[src/logic/rtc_event_defines.svh]
// Purpose: Constants for the alarm, cyclic interrupt and interval timer block
// Assumes: 8-bit register port, 4-bit register index
// Notes:   Period codes are shared by the cyclic interrupt and the timer
`ifndef RTC_EVENT_DEFINES_SVH
`define RTC_EVENT_DEFINES_SVH

// ==================================================================
// Register indices
`define REG_CTRL          4'h0
`define REG_STATUS        4'h1
`define REG_ALARM_MIN     4'h2
`define REG_ALARM_HOUR    4'h3
`define REG_CYC_SEL       4'h4
`define REG_TIMER_SEL     4'h5

// ==================================================================
// Field positions
`define CTRL_ALARM_EN     0
`define CTRL_RESTART      1
`define CTRL_GATE         2
`define STAT_ALARM        0
`define STAT_CYCLIC       1
`define STAT_OSC_STOP     2
`define STAT_CE           3
`define CYC_LEVEL_BIT     3

// ==================================================================
// Reset values
`define RST_BYTE          8'h00
`define RST_SEL           4'h0
`define RST_TSEL          3'h0
`define RST_PRESC         16'h0000
`define PRESC_STEP        16'h0001

// ==================================================================
// Timing: base tick of 1/4096 s, periods counted in base ticks
`define BASE_TICK_NS      244141
`define CLK_PERIOD_NS     4
`define PER_0488US        18'h0_0002
`define PER_0977US        18'h0_0004
`define PER_7813US        18'h0_0020
`define PER_62500US       18'h0_0100
`define PER_1S            18'h0_1000
`define PER_60S           18'h3_C000
`define PER_NONE          18'h0_0000
`define PER_ONE           18'h0_0001
`define PULSE_TICKS       18'h0_0001

`endif

[src/logic/rtc_event_pkg.sv]
// Purpose: Types shared by the event block and its bench
// Assumes: Constants come from rtc_event_defines.svh
// Notes:   Open-drain pins travel as level plus active-low enable
package rtc_event_pkg;

	// ==================================================================
	// Register port request
	typedef struct packed
	{
		logic [3:0] addr;
		logic [7:0] wdata;
		logic       wr;
		logic       rd;
	} bus_req_s;

	// ==================================================================
	// Open-drain pin: enable low means the pin is pulled low
	typedef struct packed
	{
		logic level;
		logic oe_n;
	} od_pin_s;

	typedef logic [17:0] tick_cnt_t;

endpackage : rtc_event_pkg

[src/logic/rtc_alarm_cyclic_timer_irq.sv]
// Purpose: Alarm, cyclic interrupt, interval timer and oscillator-stop flag
// Assumes: Time counter supplies BCD minutes and hours on the same clock
// Notes:   Chip enable and oscillator stop arrive from pins, synchronised here
//
// Added by the designer: the strobed register port and the register offsets.
`timescale 1ns/100ps
`include "rtc_event_defines.svh"

module rtc_alarm_cyclic_timer_irq #(
	parameter int TICK_CYCLES = `BASE_TICK_NS / `CLK_PERIOD_NS
)(
	input  wire logic                     clk_in,
	input  wire logic                     rst_n_in,
	input  wire rtc_event_pkg::bus_req_s  bus_in,
	output logic [7:0]                    rdata_out,
	input  wire logic [7:0]               cur_minute_in,
	input  wire logic [7:0]               cur_hour_in,
	input  wire logic                     chip_enable_in,
	input  wire logic                     osc_stop_in,
	output rtc_event_pkg::od_pin_s        interrupt_request_n_out,
	output rtc_event_pkg::od_pin_s        timer_pulse_out_n_out
);

	// ==================================================================
	// Period decode shared by cyclic interrupt and timer
	function automatic rtc_event_pkg::tick_cnt_t period_ticks(input logic [2:0] code);
		period_ticks = `PER_NONE;
		case (code)
			3'h1: period_ticks = `PER_0488US;
			3'h2: period_ticks = `PER_0977US;
			3'h3: period_ticks = `PER_7813US;
			3'h4: period_ticks = `PER_62500US;
			3'h5: period_ticks = `PER_1S;
			3'h6: period_ticks = `PER_60S;
			default: period_ticks = `PER_NONE;
		endcase
	endfunction : period_ticks

	// ==================================================================
	// Declarations
	logic [15:0]               presc_r;
	logic                      base_tick;
	logic [2:0]                ce_sync_r;
	logic                      ce_ok_r;
	logic [2:0]                osc_sync_r;
	logic                      osc_stopped_r;
	logic                      osc_evt;
	logic                      alarm_enable_r;
	logic                      timer_output_gate_r;
	logic [7:0]                alarm_min_r;
	logic [7:0]                alarm_hour_r;
	logic [3:0]                cyc_sel_r;
	logic [2:0]                timer_sel_r;
	logic                      osc_stop_flag_r;
	logic                      alarm_match;
	logic                      alarm_match_r;
	logic                      alarm_pend_r;
	rtc_event_pkg::tick_cnt_t  cyc_period;
	rtc_event_pkg::tick_cnt_t  cyc_cnt_r;
	logic                      cyc_evt;
	logic                      cyc_level_select;
	logic                      cyc_level_r;
	rtc_event_pkg::tick_cnt_t  cyc_pulse_r;
	logic                      cyc_req;
	rtc_event_pkg::tick_cnt_t  timer_period;
	rtc_event_pkg::tick_cnt_t  timer_cnt_r;
	logic                      timer_evt;
	logic                      timer_pulse_r;
	logic                      restart_wr;
	logic                      wr_ctrl;
	logic                      wr_status;
	logic [7:0]                rdata_nxt;

	// ==================================================================
	// Write decode
	assign wr_ctrl    = bus_in.wr && (bus_in.addr == `REG_CTRL);
	assign wr_status  = bus_in.wr && (bus_in.addr == `REG_STATUS);
	assign restart_wr = wr_ctrl && bus_in.wdata[`CTRL_RESTART];

	// ==================================================================
	// Base tick prescaler, 1/4096 s
	always_ff @(posedge clk_in or negedge rst_n_in)
	begin
		if (!rst_n_in)
			presc_r <= `RST_PRESC;
		else if (base_tick)
			presc_r <= `RST_PRESC;
		else
			presc_r <= presc_r + `PRESC_STEP;
	end

	assign base_tick = (presc_r == 16'(TICK_CYCLES - 1));

	// ==================================================================
	// Pin synchronisers: a change counts once stages two and three agree
	always_ff @(posedge clk_in or negedge rst_n_in)
	begin
		if (!rst_n_in)
		begin
			ce_sync_r     <= 3'h0;
			ce_ok_r       <= 1'b0;
			osc_sync_r    <= 3'h0;
			osc_stopped_r <= 1'b0;
		end
		else
		begin
			ce_sync_r  <= {ce_sync_r[1:0], chip_enable_in};
			osc_sync_r <= {osc_sync_r[1:0], osc_stop_in};
			if (ce_sync_r[1] == ce_sync_r[2])
				ce_ok_r <= ce_sync_r[2];
			if (osc_sync_r[1] == osc_sync_r[2])
				osc_stopped_r <= osc_sync_r[2];
		end
	end

	assign osc_evt = (osc_sync_r[1] == osc_sync_r[2]) && osc_sync_r[2] && !osc_stopped_r;

	// ==================================================================
	// Configuration registers
	always_ff @(posedge clk_in or negedge rst_n_in)
	begin
		if (!rst_n_in)
		begin
			alarm_enable_r <= 1'b0;
			alarm_min_r    <= `RST_BYTE;
			alarm_hour_r   <= `RST_BYTE;
			cyc_sel_r      <= `RST_SEL;
			timer_sel_r    <= `RST_TSEL;
		end
		else if (bus_in.wr)
		begin
			case (bus_in.addr)
				`REG_CTRL:       alarm_enable_r <= bus_in.wdata[`CTRL_ALARM_EN];
				`REG_ALARM_MIN:  alarm_min_r    <= bus_in.wdata;
				`REG_ALARM_HOUR: alarm_hour_r   <= bus_in.wdata;
				`REG_CYC_SEL:    cyc_sel_r      <= bus_in.wdata[3:0];
				`REG_TIMER_SEL:  timer_sel_r    <= bus_in.wdata[2:0];
				default:         alarm_enable_r <= alarm_enable_r;
			endcase
		end
	end

	// ==================================================================
	// Timer output gate: oscillator stop wins over a write
	always_ff @(posedge clk_in or negedge rst_n_in)
	begin
		if (!rst_n_in)
			timer_output_gate_r <= 1'b0;
		else if (osc_evt)
			timer_output_gate_r <= 1'b0;
		else if (wr_ctrl)
			timer_output_gate_r <= bus_in.wdata[`CTRL_GATE];
	end

	// ==================================================================
	// Oscillator stop flag: set at power-up and on detection
	always_ff @(posedge clk_in or negedge rst_n_in)
	begin
		if (!rst_n_in)
			osc_stop_flag_r <= 1'b1;
		else if (osc_evt)
			osc_stop_flag_r <= 1'b1;
		else if (wr_status && !bus_in.wdata[`STAT_OSC_STOP])
			osc_stop_flag_r <= 1'b0;
	end

	// ==================================================================
	// Alarm: match start sets the request, flag write of zero or disable clears
	assign alarm_match = alarm_enable_r && (alarm_min_r == cur_minute_in)
		&& (alarm_hour_r == cur_hour_in);

	always_ff @(posedge clk_in or negedge rst_n_in)
	begin
		if (!rst_n_in)
		begin
			alarm_match_r <= 1'b0;
			alarm_pend_r  <= 1'b0;
		end
		else
		begin
			alarm_match_r <= alarm_match;
			if (alarm_match && !alarm_match_r)
				alarm_pend_r <= 1'b1;
			else if (!alarm_enable_r || (wr_status && !bus_in.wdata[`STAT_ALARM]))
				alarm_pend_r <= 1'b0;
		end
	end

	// ==================================================================
	// Cyclic counter, free of chip enable
	assign cyc_period       = period_ticks(cyc_sel_r[2:0]);
	assign cyc_level_select = cyc_sel_r[`CYC_LEVEL_BIT];
	assign cyc_evt          = base_tick && (cyc_period != `PER_NONE)
		&& (cyc_cnt_r >= cyc_period - `PER_ONE);

	always_ff @(posedge clk_in or negedge rst_n_in)
	begin
		if (!rst_n_in)
			cyc_cnt_r <= `PER_NONE;
		else if (cyc_period == `PER_NONE)
			cyc_cnt_r <= `PER_NONE;
		else if (cyc_evt)
			cyc_cnt_r <= `PER_NONE;
		else if (base_tick)
			cyc_cnt_r <= cyc_cnt_r + `PER_ONE;
	end

	// Level mode request: a new period wins over a clearing write
	always_ff @(posedge clk_in or negedge rst_n_in)
	begin
		if (!rst_n_in)
			cyc_level_r <= 1'b0;
		else if (cyc_period == `PER_NONE)
			cyc_level_r <= 1'b0;
		else if (cyc_evt && cyc_level_select)
			cyc_level_r <= 1'b1;
		else if (wr_status && !bus_in.wdata[`STAT_CYCLIC])
			cyc_level_r <= 1'b0;
	end

	// Pulse mode request lasts a fixed number of base ticks
	always_ff @(posedge clk_in or negedge rst_n_in)
	begin
		if (!rst_n_in)
			cyc_pulse_r <= `PER_NONE;
		else if (cyc_period == `PER_NONE)
			cyc_pulse_r <= `PER_NONE;
		else if (cyc_evt && !cyc_level_select)
			cyc_pulse_r <= `PULSE_TICKS;
		else if (base_tick && (cyc_pulse_r != `PER_NONE))
			cyc_pulse_r <= cyc_pulse_r - `PER_ONE;
	end

	assign cyc_req = cyc_level_r || (cyc_pulse_r != `PER_NONE);

	// ==================================================================
	// Interval timer, halted while chip enable is low
	assign timer_period = period_ticks(timer_sel_r);
	assign timer_evt    = ce_ok_r && base_tick && (timer_period != `PER_NONE)
		&& (timer_cnt_r >= timer_period - `PER_ONE);

	always_ff @(posedge clk_in or negedge rst_n_in)
	begin
		if (!rst_n_in)
			timer_cnt_r <= `PER_NONE;
		else if (restart_wr || (timer_period == `PER_NONE))
			timer_cnt_r <= `PER_NONE;
		else if (timer_evt)
			timer_cnt_r <= `PER_NONE;
		else if (ce_ok_r && base_tick)
			timer_cnt_r <= timer_cnt_r + `PER_ONE;
	end

	// Timer pulse of one base tick, cut short by a restart
	always_ff @(posedge clk_in or negedge rst_n_in)
	begin
		if (!rst_n_in)
			timer_pulse_r <= 1'b0;
		else if (restart_wr)
			timer_pulse_r <= 1'b0;
		else if (timer_evt)
			timer_pulse_r <= 1'b1;
		else if (ce_ok_r && base_tick)
			timer_pulse_r <= 1'b0;
	end

	// ==================================================================
	// Open-drain pins: level always low, enable low while pulling
	assign interrupt_request_n_out.level = 1'b0;
	assign interrupt_request_n_out.oe_n  = !(alarm_pend_r || cyc_req);
	assign timer_pulse_out_n_out.level   = 1'b0;
	assign timer_pulse_out_n_out.oe_n    = !(timer_pulse_r && timer_output_gate_r);

	// ==================================================================
	// Read mux; flags are the inverse of the pin contribution
	always_comb
	begin
		rdata_nxt = `RST_BYTE;
		case (bus_in.addr)
			`REG_CTRL:
			begin
				rdata_nxt[`CTRL_ALARM_EN] = alarm_enable_r;
				rdata_nxt[`CTRL_GATE]     = timer_output_gate_r;
			end
			`REG_STATUS:
			begin
				rdata_nxt[`STAT_ALARM]    = alarm_pend_r;
				rdata_nxt[`STAT_CYCLIC]   = cyc_req;
				rdata_nxt[`STAT_OSC_STOP] = osc_stop_flag_r;
				rdata_nxt[`STAT_CE]       = ce_ok_r;
			end
			`REG_ALARM_MIN:  rdata_nxt = alarm_min_r;
			`REG_ALARM_HOUR: rdata_nxt = alarm_hour_r;
			`REG_CYC_SEL:    rdata_nxt = {4'h0, cyc_sel_r};
			`REG_TIMER_SEL:  rdata_nxt = {5'h00, timer_sel_r};
			default:         rdata_nxt = `RST_BYTE;
		endcase
	end

	// Read data stand only in the cycle after the strobe
	always_ff @(posedge clk_in or negedge rst_n_in)
	begin
		if (!rst_n_in)
			rdata_out <= `RST_BYTE;
		else if (bus_in.rd)
			rdata_out <= rdata_nxt;
		else
			rdata_out <= `RST_BYTE;
	end
endmodule : rtc_alarm_cyclic_timer_irq

[config.mk]
export PLATFORM = sky130hd
export DESIGN_NAME = rtc_alarm_cyclic_timer_irq
export DESIGN_NICKNAME = d
export VERILOG_FILES = /design/src/logic/rtc_event_pkg.sv /design/src/logic/rtc_alarm_cyclic_timer_irq.sv
export VERILOG_INCLUDE_DIRS = /design/src /design/src/logic
export SDC_FILE = /design/constraint.sdc
export NUM_CORES = 1
export LEC_CHECK = 0
export BUFFER_PORTS_ARGS = -buffer_cell sky130_fd_sc_hd__buf_2
export CAP_MARGIN = 5
export CORE_ASPECT_RATIO = 0.5
export CORE_UTILIZATION = 55
export DETAILED_ROUTE_END_ITERATION = 6
export GPL_TIMING_DRIVEN = 0
export PLACE_DENSITY = 0.73
export SLEW_MARGIN = 5
export SYNTH_ARGS = -nofsm -noshare
export SYNTH_HDL_FRONTEND = slang
export SYNTH_SLANG_ARGS = --single-unit
[constraint.sdc]
create_clock -name clk_in -period 4.55 [get_ports clk_in]
set_input_delay 0.455 -clock clk_in [delete_from_list [all_inputs] [get_ports clk_in]]
set_output_delay 0.455 -clock clk_in [all_outputs]
set_load 0.01 [all_outputs]
==> flow_metrics.env, run 1 <==
export IMPL_regArea_sq_mm=0.00290
export IMPL_max_slew_margin_rel_pct=46.5
export IMPL_dr_pass1_iters=5
export IMPL_leakage_uw=0.00373
export IMPL_peakVddDrop_mv=0.272
export IMPL_place_congestion=0.853
export IMPL_holdWs_ps=146
export IMPL_synthAdderAreaFrac_pct=8.49
export IMPL_final_util_pct=66.1
export IMPL_drt_iter0_markers=364
export IMPL_antenna_cells_inserted=0
export IMPL_fillers=933
export IMPL_synthMuxAreaShare_pct=4.86
export IMPL_critPathLaunchType="flip-flop"
export IMPL_layout_min_cycle_time_ps=4340
export IMPL_ant_nets=0
export IMPL_grt_pass1_wl_microns=25100
export IMPL_powerDensity_mw_per_mm2=393
export IMPL_setup_viol=0
export IMPL_synthCells=697
export IMPL_crit_path_end_kind="flip-flop"
export IMPL_maxCapViolations=0
export IMPL_layout_commonest_cell="dfrtp_1"
export IMPL_synth_compound_area_share_pct=10.1
export IMPL_die_area_sq_mm=0.0130
export IMPL_grt_use_total_pct=24.8
export IMPL_finalHoldViolCount=0
export IMPL_worstPathRequired_ps=4850
export IMPL_syn_to_final_growth_pct=15.2
export IMPL_fin_setup_tns_ps=0
export IMPL_clockBufferDepth=2
export IMPL_grt_overflow_total=0
export IMPL_wl_microns=15200
export IMPL_fin_skew_ps=6.97
export IMPL_whs_path_depth=1
export IMPL_yosysUniqueCellTypes=61
export IMPL_insertion_delay_ps=420
export IMPL_row_count=28
export IMPL_root_buffer="clkbuf_16"
export IMPL_drc=0
export IMPL_ff2ff_path_depth=14
export IMPL_core_sq_mm=0.0120
export IMPL_fmax_mhz=230
export IMPL_fin_crit_sh_pct=95.5
export IMPL_wl_per_cell_microns=16.2
export IMPL_yosysSeqAreaShare_pct=42.1
export IMPL_synthArstFlopShare_pct=100
export IMPL_hpwlAfterDp_microns=10800
export IMPL_synth_top_family_by_area="simple AND/OR/NAND/NOR gates"
export IMPL_avgViaCountPerCell=5.76
export IMPL_ys_warn_count=0
export IMPL_final_cell_mix="dfrtp_1 (115), nor2_1 (81), xnor2_1 (49), buf_2 (49), ha_1 (46)"
export IMPL_final_max_slew_viol_count=0
export IMPL_die_w_microns=160
export IMPL_io_buffers=43
export IMPL_ioPinCount=46
export IMPL_avgSynthCellArea_sq_um=9.90
export IMPL_grt_pass1_vias=5057
export IMPL_clock_sinks=116
export IMPL_critical_path_class="flip-flop to flip-flop"
export IMPL_via_count=5410
export IMPL_ys_ff_latch=116
export IMPL_clk_pin_slew_worst_paths_ps=60
export IMPL_htreeDepth=4
export IMPL_synth_area_sq_mm=0.00690
export IMPL_synth_xor_area_share_pct=8.38
export IMPL_synthSimpleGateAreaFrac_pct=23.4
export IMPL_grt_max_degree=71
export IMPL_hold_class="primary input to flip-flop"
export IMPL_numCtsBuffers=17
export IMPL_drive_gt1_share_pct=17.2
export IMPL_arrival_ps=4640
export IMPL_initial_core_util_pct=57.4
export IMPL_grt_antenna_before_repair=0
export IMPL_outcome="complete, no violations"
export IMPL_cts_resized=0
export IMPL_synth_main_ff_cell="dfrtp_1"
export IMPL_cts_tree="done"
export IMPL_final_net_count=842
export IMPL_synth_edff_count=0
export IMPL_path_max_fanout=10
export IMPL_tightest_slew_ps=794
export IMPL_rsz0062_at_grt="no"
export IMPL_die_h_microns=81.2
export IMPL_multi_input_area_sq_mm=0.00382
cell families after synthesis:
group / count (synthesis)
buffers and inverters: 44
AND/OR/NAND/NOR: 284
AO/OA/AOI/OAI: 111
flip-flops: 116
other: 1
XOR/XNOR: 66
multiplexers: 28
adder cells (fa/ha/maj): 47
per-layer routing:
layer	wire (microns)	part of all wire [%]	GRT usage, %
met4	124	0.82	7.14
met1	7580	50	35.0
met5	0	0	0
met3	680	4.5	5.87
met2	6820	45	38.2
final cells by class:
cell class	count	share of cell area, %
Buffer	24	1.34
Clock buffer	17	5.35
Multi-Input combinational cell	538	48.0
Inverter	20	0.944
Timing Repair Buffer	45	3.26
Clock inverter	15	1.97
Tap cell	165	2.60
Sequential cell	116	36.5
path summary, 6_finish.rpt:
kind / start / end / slack [ps]
hold / removal: osc_stop_in / osc_sync_r[0] / 150
max in group asynchronous: rst_n_in / osc_stop_flag_r / 3310
hold reg to reg: ce_sync_r[0] / ce_sync_r[1] / 350
min in group asynchronous: rst_n_in / cyc_pulse_r[9] / 540
setup / recovery: cyc_sel_r[1] / cyc_pulse_r[13] / 210
setup reg to reg: cyc_sel_r[1] / cyc_pulse_r[13] / 210
critical path: stages (launching register included):
cell	delay (ps)
dfrtp_1	370
clkbuf_1	360
or3b_2	510
ha_1	280
ha_1	270
o21ai_0	290
ha_1	200
nand4_1	160
nor3_1	210
o211ai_1	140
o21ai_0	660
a31o_2	250
buf_2	190
buf_2	240
nor2_1	80
stage by stage:
stage	area (sq um)	power (uW)	setup slack, ps	cells
3_5_place_dp	7360	1810	377	907
5_1_grt	7950	3280	29.6	940
4_1_cts	7950	3130	316	940
6_report	7950	3130	206	940
3_3_place_gp	7320	1780	463	906
2_1_floorplan	6900	1620	1030	698
power by group:
part           switching (uW)  internal [uW]
Sequential               52.9           1090
Combinational             399            260
Clock                     513            807
Total                     965           2160
synthesized netlist by cell type (2+ instances only):
cell type  count  area [sq um]
nand2_1       37           139
nand4_1       12          75.1
and4_1         6          52.6
buf_2          7          35.0
o21a_1         3          22.5
a222oi_1       2          20.0
or2_2          2          12.5
clkbuf_1      15          56.3
mux2i_1        2          20.0
nor2b_1        6          37.5
dfrtp_1      115          2880
nor4_4         2          42.5
mux4_2         2          45.0
or3_1          4          25.0
a221oi_1       2          17.5
a211oi_1       7          52.6
nand3_1       23           115
nor3_1        23           115
nor3b_2        4          50.1
nor4b_1        2          17.5
and3_1        23           144
nand3b_1       4          30.0
inv_1         20          75.1
xnor2_1       49           429
or3b_2         2          17.5
xor2_1        17           149
o211ai_1       7          52.6
o22ai_1        7          43.8
a21oi_1       22           110
mux2_2        24           270
or4_1          3          22.5
and2_1         6          37.5
nor3b_1       13          97.6
buf_4          2          15.0
nor4_2         4          50.1
nor2_1        81           304
ha_1          46           576
nand2b_1       6          37.5
nor4b_2        3          45.0
a22oi_1        4          30.0
a21o_1        14           105
nor4_1        10          62.6
o21ai_0       36           180
registers in the layout, indices dropped and copies added, names as in the netlist, 4 cells and up:
register	flops
timer_cnt_r	18
rdata_out	8
cyc_cnt_r	18
alarm_min_r	8
presc_r	16
cyc_sel_r	4
cyc_pulse_r	18
alarm_hour_r	8
timing repair:
item,CTS,global route
setup buffers,0,0
hold endpoints to repair,46,0
hold buffers,1,0
setup endpoints to repair,0,0
Note: power is estimated with default switching activity, not from simulation.
==> run 2: changes to the inputs <==
==> constraint.sdc (replaced) <==
create_clock -name clk_in -period 4.55 [get_ports clk_in]
set_input_delay 0.2275 -clock clk_in [delete_from_list [all_inputs] [get_ports clk_in]]
set_output_delay 0.2275 -clock clk_in [all_outputs]
set_load 0.01 [all_outputs]
==> run 2 against run 1 <==
The run now ends with design-rule violations left. Non-clock buffer count increased by 2. Clock skew increased by 0.88 ps. Clock-buffer cell count is the same. Sequential cell count stayed put. Worst setup slack improved by 21 ps. Critical path type unchanged. Largest cell class unchanged. Largest power group unchanged.
==> flow_metrics.env, run 2 (synthesis results as in run 1) <==
export IMPL_maxCapViolations=0
export IMPL_final_net_count=844
export IMPL_arrival_ps=4620
export IMPL_layout_commonest_cell="dfrtp_1"
export IMPL_hold_class="primary input to flip-flop"
export IMPL_grt_antenna_before_repair=0
export IMPL_grt_pass1_wl_microns=25200
export IMPL_clock_sinks=116
export IMPL_cts_tree="done"
export IMPL_total_power_uw=3130
export IMPL_drt_iter0_markers=435
export IMPL_fin_skew_ps=7.85
export IMPL_grt_use_total_pct=24.9
export IMPL_intPower_uw=2160
export IMPL_violations="design-rule violations"
export IMPL_fin_setup_tns_ps=0
export IMPL_placedInstanceArea_sq_mm=0.00736
export IMPL_cts_setup_buffers=0
export IMPL_final_cell_mix="dfrtp_1 (115), nor2_1 (81), xnor2_1 (49), buf_2 (49), ha_1 (46)"
export IMPL_powerDensity_mw_per_mm2=393
export IMPL_row_count=28
export IMPL_insertion_delay_ps=420
export IMPL_htreeDepth=4
export IMPL_initial_core_util_pct=57.4
export IMPL_ant_nets=0
export IMPL_die_area_sq_mm=0.0130
export IMPL_p_comb_share_pct=21.2
export IMPL_critPathLaunchType="flip-flop"
export IMPL_post_route_cell_area_sq_mm=0.00797
export IMPL_multi_input_area_sq_mm=0.00382
export IMPL_dp_slack_ps=377
export IMPL_layout_min_cycle_time_ps=4320
export IMPL_antenna_cells_inserted=0
export IMPL_critical_path_class="flip-flop to flip-flop"
export IMPL_core_sq_mm=0.0120
export IMPL_leakage_uw=0.00374
export IMPL_pwr_share_clk_pct=42.2
export IMPL_grt_overflow_total=0
export IMPL_hpwlAfterDp_microns=10800
export IMPL_grt_pass1_vias=5067
export IMPL_tightest_slew_ps=773
export IMPL_switching_share_pct=30.9
export IMPL_final_max_slew_viol_count=0
export IMPL_clk_pin_slew_worst_paths_ps=60
export IMPL_rsz0062_at_grt="no"
export IMPL_setup_viol=0
export IMPL_max_slew_margin_rel_pct=47.9
export IMPL_fillers=932
export IMPL_p_seq_share_pct=36.6
export IMPL_ioPinCount=46
export IMPL_setup_ws_ps=227
export IMPL_numCtsBuffers=17
export IMPL_clockBufferDepth=2
export IMPL_worstPathRequired_ps=4850
export IMPL_drc=2
export IMPL_fmax_mhz=231
export IMPL_fin_crit_sh_pct=95.0
export IMPL_root_buffer="clkbuf_16"
export IMPL_via_count=5427
export IMPL_wl_microns=15200
export IMPL_io_buffers=43
export IMPL_syn_to_final_growth_pct=15.5
export IMPL_peakVddDrop_mv=0.272
export IMPL_p_switching_uw=966
export IMPL_drive_gt1_share_pct=17.1
export IMPL_wl_per_cell_microns=16.1
export IMPL_final_util_pct=66.3
export IMPL_reg_top3="cyc_cnt_r (18), cyc_pulse_r (18), timer_cnt_r (18)"
export IMPL_die_h_microns=81.2
export IMPL_place_congestion=0.853
export IMPL_die_w_microns=160
export IMPL_crit_path_end_kind="flip-flop"
export IMPL_path_max_fanout=10
export IMPL_avgViaCountPerCell=5.76
export IMPL_outcome="finished with violations"
export IMPL_grt_max_degree=71
export IMPL_dr_pass1_iters=7
export IMPL_finalHoldViolCount=0
export IMPL_regArea_sq_mm=0.00290
run 2: critical path: stages (launching register included):
cell	delay [ps]
dfrtp_1	370
clkbuf_1	360
or3b_2	510
ha_1	280
ha_1	270
o21ai_0	290
ha_1	200
nand4_1	160
nor3_1	210
o211ai_1	140
o21ai_0	650
a31o_2	250
buf_2	190
buf_2	240
nor2_1	80
run 2: layout make-up:
cell class	count	area share, %
flip-flops and latches	116	36.4
multi-input cells	538	47.9
well taps	165	2.59
plain buffers	24	1.33
clock buffers	17	5.34
clock inverters	15	1.96
repair buffers	47	3.50
inverters	20	0.942
run 2: worst paths after layout:
| path | slack, ps | startpoint | to | cells past startpoint |
|---|---|---|---|---|
| max | 230 | cyc_sel_r[1] | cyc_pulse_r[13] | 14 |
| max reg2reg | 230 | cyc_sel_r[1] | cyc_pulse_r[13] | 14 |
| min reg2reg | 350 | ce_sync_r[0] | ce_sync_r[1] | 0 |
| max in group asynchronous | 3540 | rst_n_in | osc_stop_flag_r | 3 |
| min | 60 | bus_in[6] | alarm_min_r[4] | 2 |
| min in group asynchronous | 310 | rst_n_in | cyc_pulse_r[9] | 2 |
run 2: power by group through the flow:
stage | sequential (uW) | clock (uW) | combinational (uW)
2_1_floorplan | 1150 | 0 | 471
3_3_place_gp | 1160 | 0 | 620
3_5_place_dp | 1160 | 0 | 643
4_1_cts | 1150 | 1340 | 654
5_1_grt | 1150 | 1390 | 745
6_report | 1150 | 1320 | 663
run 2: stage by stage:
step / hold WS, ps / instances
2_1_floorplan: -68.1 / 698
3_3_place_gp: 335 / 906
3_5_place_dp: 186 / 907
4_1_cts: 49.9 / 942
5_1_grt: 46.8 / 942
6_report: 60.4 / 942
run 2: layer usage:
layer / wire length (microns) / part of all wire [%] / vias up / GRT usage [%]
met4: 145 / 0.96 / 0 / 7.14
met5: 0 / 0 / - / 0
met2: 6850 / 45 / 115 / 38.3
met1: 7560 / 50 / 2648 / 35.0
met3: 603 / 4.0 / 19 / 5.87
li1: - / - / 2645 / -
run 2: timing repair:
action	CTS	global route
endpoints found under the hold margin	48	0
hold buffers	3	0
gates resized for setup	0	0
==> run 3: changes to the inputs <==
CELL_PAD_IN_SITES_DETAIL_PLACEMENT = 0   (was not set)
CELL_PAD_IN_SITES_GLOBAL_PLACEMENT = 1   (was not set)
CORE_UTILIZATION = 48   (was 55)
PLACE_DENSITY = not set   (was 0.73)
PLACE_DENSITY_LB_ADDON = 0.1   (was not set)
==> run 3 against run 2 <==
The flow now finishes without violations. Core utilization fell by 8.3 points. Global-route usage is 1.8 points lower. Clock-buffer cell count increased by 1. Via count shrank 2.2%. Register-to-register slack improved by 150 ps. Worst hold slack got worse by 5.0 ps. Worst setup slack gained 150 ps. Sequential share of layout area down 0.086 points. Largest power group unchanged.
==> flow_metrics.env, run 3 (synthesis results as in run 1) <==
export IMPL_outcome="complete, no violations"
export IMPL_drive_gt1_share_pct=17.1
export IMPL_antenna_cells_inserted=0
export IMPL_wl_per_cell_microns=16.0
export IMPL_critPathLaunchType="flip-flop"
export IMPL_grt_pass1_vias=5100
export IMPL_arrival_ps=4520
export IMPL_die_area_sq_mm=0.0149
export IMPL_clock_sinks=116
export IMPL_max_slew_margin_rel_pct=55.0
export IMPL_fin_setup_tns_ps=0
export IMPL_leakage_uw=0.00374
export IMPL_clk_pin_slew_worst_paths_ps=60
export IMPL_worstPathRequired_ps=4890
export IMPL_final_max_slew_viol_count=0
export IMPL_layout_min_cycle_time_ps=4170
export IMPL_hpwlAfterDp_microns=11000
export IMPL_ant_nets=0
export IMPL_htreeDepth=4
export IMPL_grt_pass1_wl_microns=26400
export IMPL_drc=0
export IMPL_setup_viol=0
export IMPL_numCtsBuffers=17
export IMPL_row_count=30
export IMPL_reg_top3="cyc_cnt_r (18), cyc_pulse_r (18), timer_cnt_r (18)"
export IMPL_fillers=1229
export IMPL_p_seq_share_pct=36.9
export IMPL_tightest_slew_ps=676
export IMPL_fmax_mhz=240
export IMPL_layout_commonest_cell="dfrtp_1"
export IMPL_drt_iter0_markers=284
export IMPL_insertion_delay_ps=420
export IMPL_fin_skew_ps=11.7
export IMPL_via_count=5309
export IMPL_grt_max_degree=76
export IMPL_holdWs_ps=55.4
export IMPL_die_w_microns=172
export IMPL_avgViaCountPerCell=5.48
export IMPL_clockBufferDepth=2
export IMPL_final_net_count=844
export IMPL_fin_crit_sh_pct=91.7
export IMPL_place_congestion=0.791
export IMPL_core_sq_mm=0.0138
export IMPL_ioPinCount=46
export IMPL_grt_use_total_pct=23.1
export IMPL_p_switching_uw=979
export IMPL_cts_tree="done"
export IMPL_wl_microns=15500
export IMPL_maxCapViolations=0
export IMPL_initial_core_util_pct=50.1
export IMPL_powerDensity_mw_per_mm2=388
export IMPL_crit_path_end_kind="flip-flop"
export IMPL_die_h_microns=86.8
export IMPL_path_max_fanout=10
export IMPL_critical_path_class="flip-flop to flip-flop"
export IMPL_root_buffer="clkbuf_16"
export IMPL_final_cell_mix="dfrtp_1 (115), nor2_1 (81), xnor2_1 (49), buf_2 (49), ha_1 (46)"
export IMPL_intPower_uw=2120
export IMPL_switching_share_pct=31.6
export IMPL_hold_class="primary input to flip-flop"
export IMPL_dr_pass1_iters=5
export IMPL_grt_antenna_before_repair=0
export IMPL_io_buffers=43
export IMPL_p_comb_share_pct=21.5
export IMPL_syn_to_final_growth_pct=15.8
export IMPL_peakVddDrop_mv=0.279
export IMPL_grt_overflow_total=0
export IMPL_rsz0062_at_grt="no"
export IMPL_finalHoldViolCount=0
export IMPL_cts_setup_buffers=0
export IMPL_pwr_share_clk_pct=41.6
run 3: power groups by stage:
stage	clock, uW	sequential (uW)	combinational (uW)
after global routing	1370	1150	758
final	1290	1140	668
after CTS	1320	1140	667
after floorplan	0	1150	471
after detailed placement	0	1160	654
after global placement	0	1160	640
run 3: worst paths after layout:
path | start | end | slack [ps] | cells past startpoint
setup / recovery | cyc_sel_r[1] | cyc_pulse_r[11] | 380 | 14
hold / removal | bus_in[8] | alarm_min_r[6] | 60 | 2
setup reg to reg | cyc_sel_r[1] | cyc_pulse_r[11] | 380 | 14
hold reg to reg | ce_sync_r[0] | ce_sync_r[1] | 360 | 0
max in group asynchronous | rst_n_in | osc_stop_flag_r | 3530 | 3
min in group asynchronous | rst_n_in | cyc_pulse_r[9] | 290 | 2
run 3: final cells by class:
type	count	area (sq um)	share of cell area, %
Clock buffer	18	439	5.50
Buffer	24	106	1.33
Multi-Input combinational cell	538	3820	47.8
Sequential cell	116	2900	36.4
Timing Repair Buffer	47	279	3.49
Clock inverter	14	128	1.60
Tap cell	192	240	3.01
Inverter	20	75.1	0.940
run 3: worst max-delay path, cell delays in order, from the launching register on:
cell	delay, ps
dfrtp_1	360
clkbuf_1	350
or3b_2	510
ha_1	290
ha_1	270
o21ai_0	260
ha_1	300
nand4_1	150
nor3_1	80
nor4_1	390
o21ai_1	330
a31o_2	340
buf_2	160
buf_2	200
nor2_1	110
run 3: what timing repair did:
action,4_1_cts,5_1_grt
resized for setup,0,1
hold endpoints to repair,43,0
setup endpoints to repair,0,10
hold buffers,3,0
run 3: stage by stage:
stage | cells | cell area [sq um] | util (%) | worst slack [ps] | total power [uW]
3_3_place_gp | 933 | 7360 | 53.4 | 249 | 1800
5_1_grt | 969 | 7990 | 58.0 | 52.0 | 3280
2_1_floorplan | 698 | 6900 | - | 1030 | 1620
6_report | 969 | 7990 | 58.0 | 377 | 3100
4_1_cts | 969 | 7990 | 58.0 | 185 | 3130
3_5_place_dp | 934 | 7390 | 53.7 | 196 | 1820
run 3: per-layer routing:
metal	share of wire, %	GRT usage (%)	up-vias
li1	-	-	2653
met1	54	34.3	2571
met2	41	33.3	74
met3	3.6	5.25	11
met4	0.77	6.33	0
met5	0	0	-
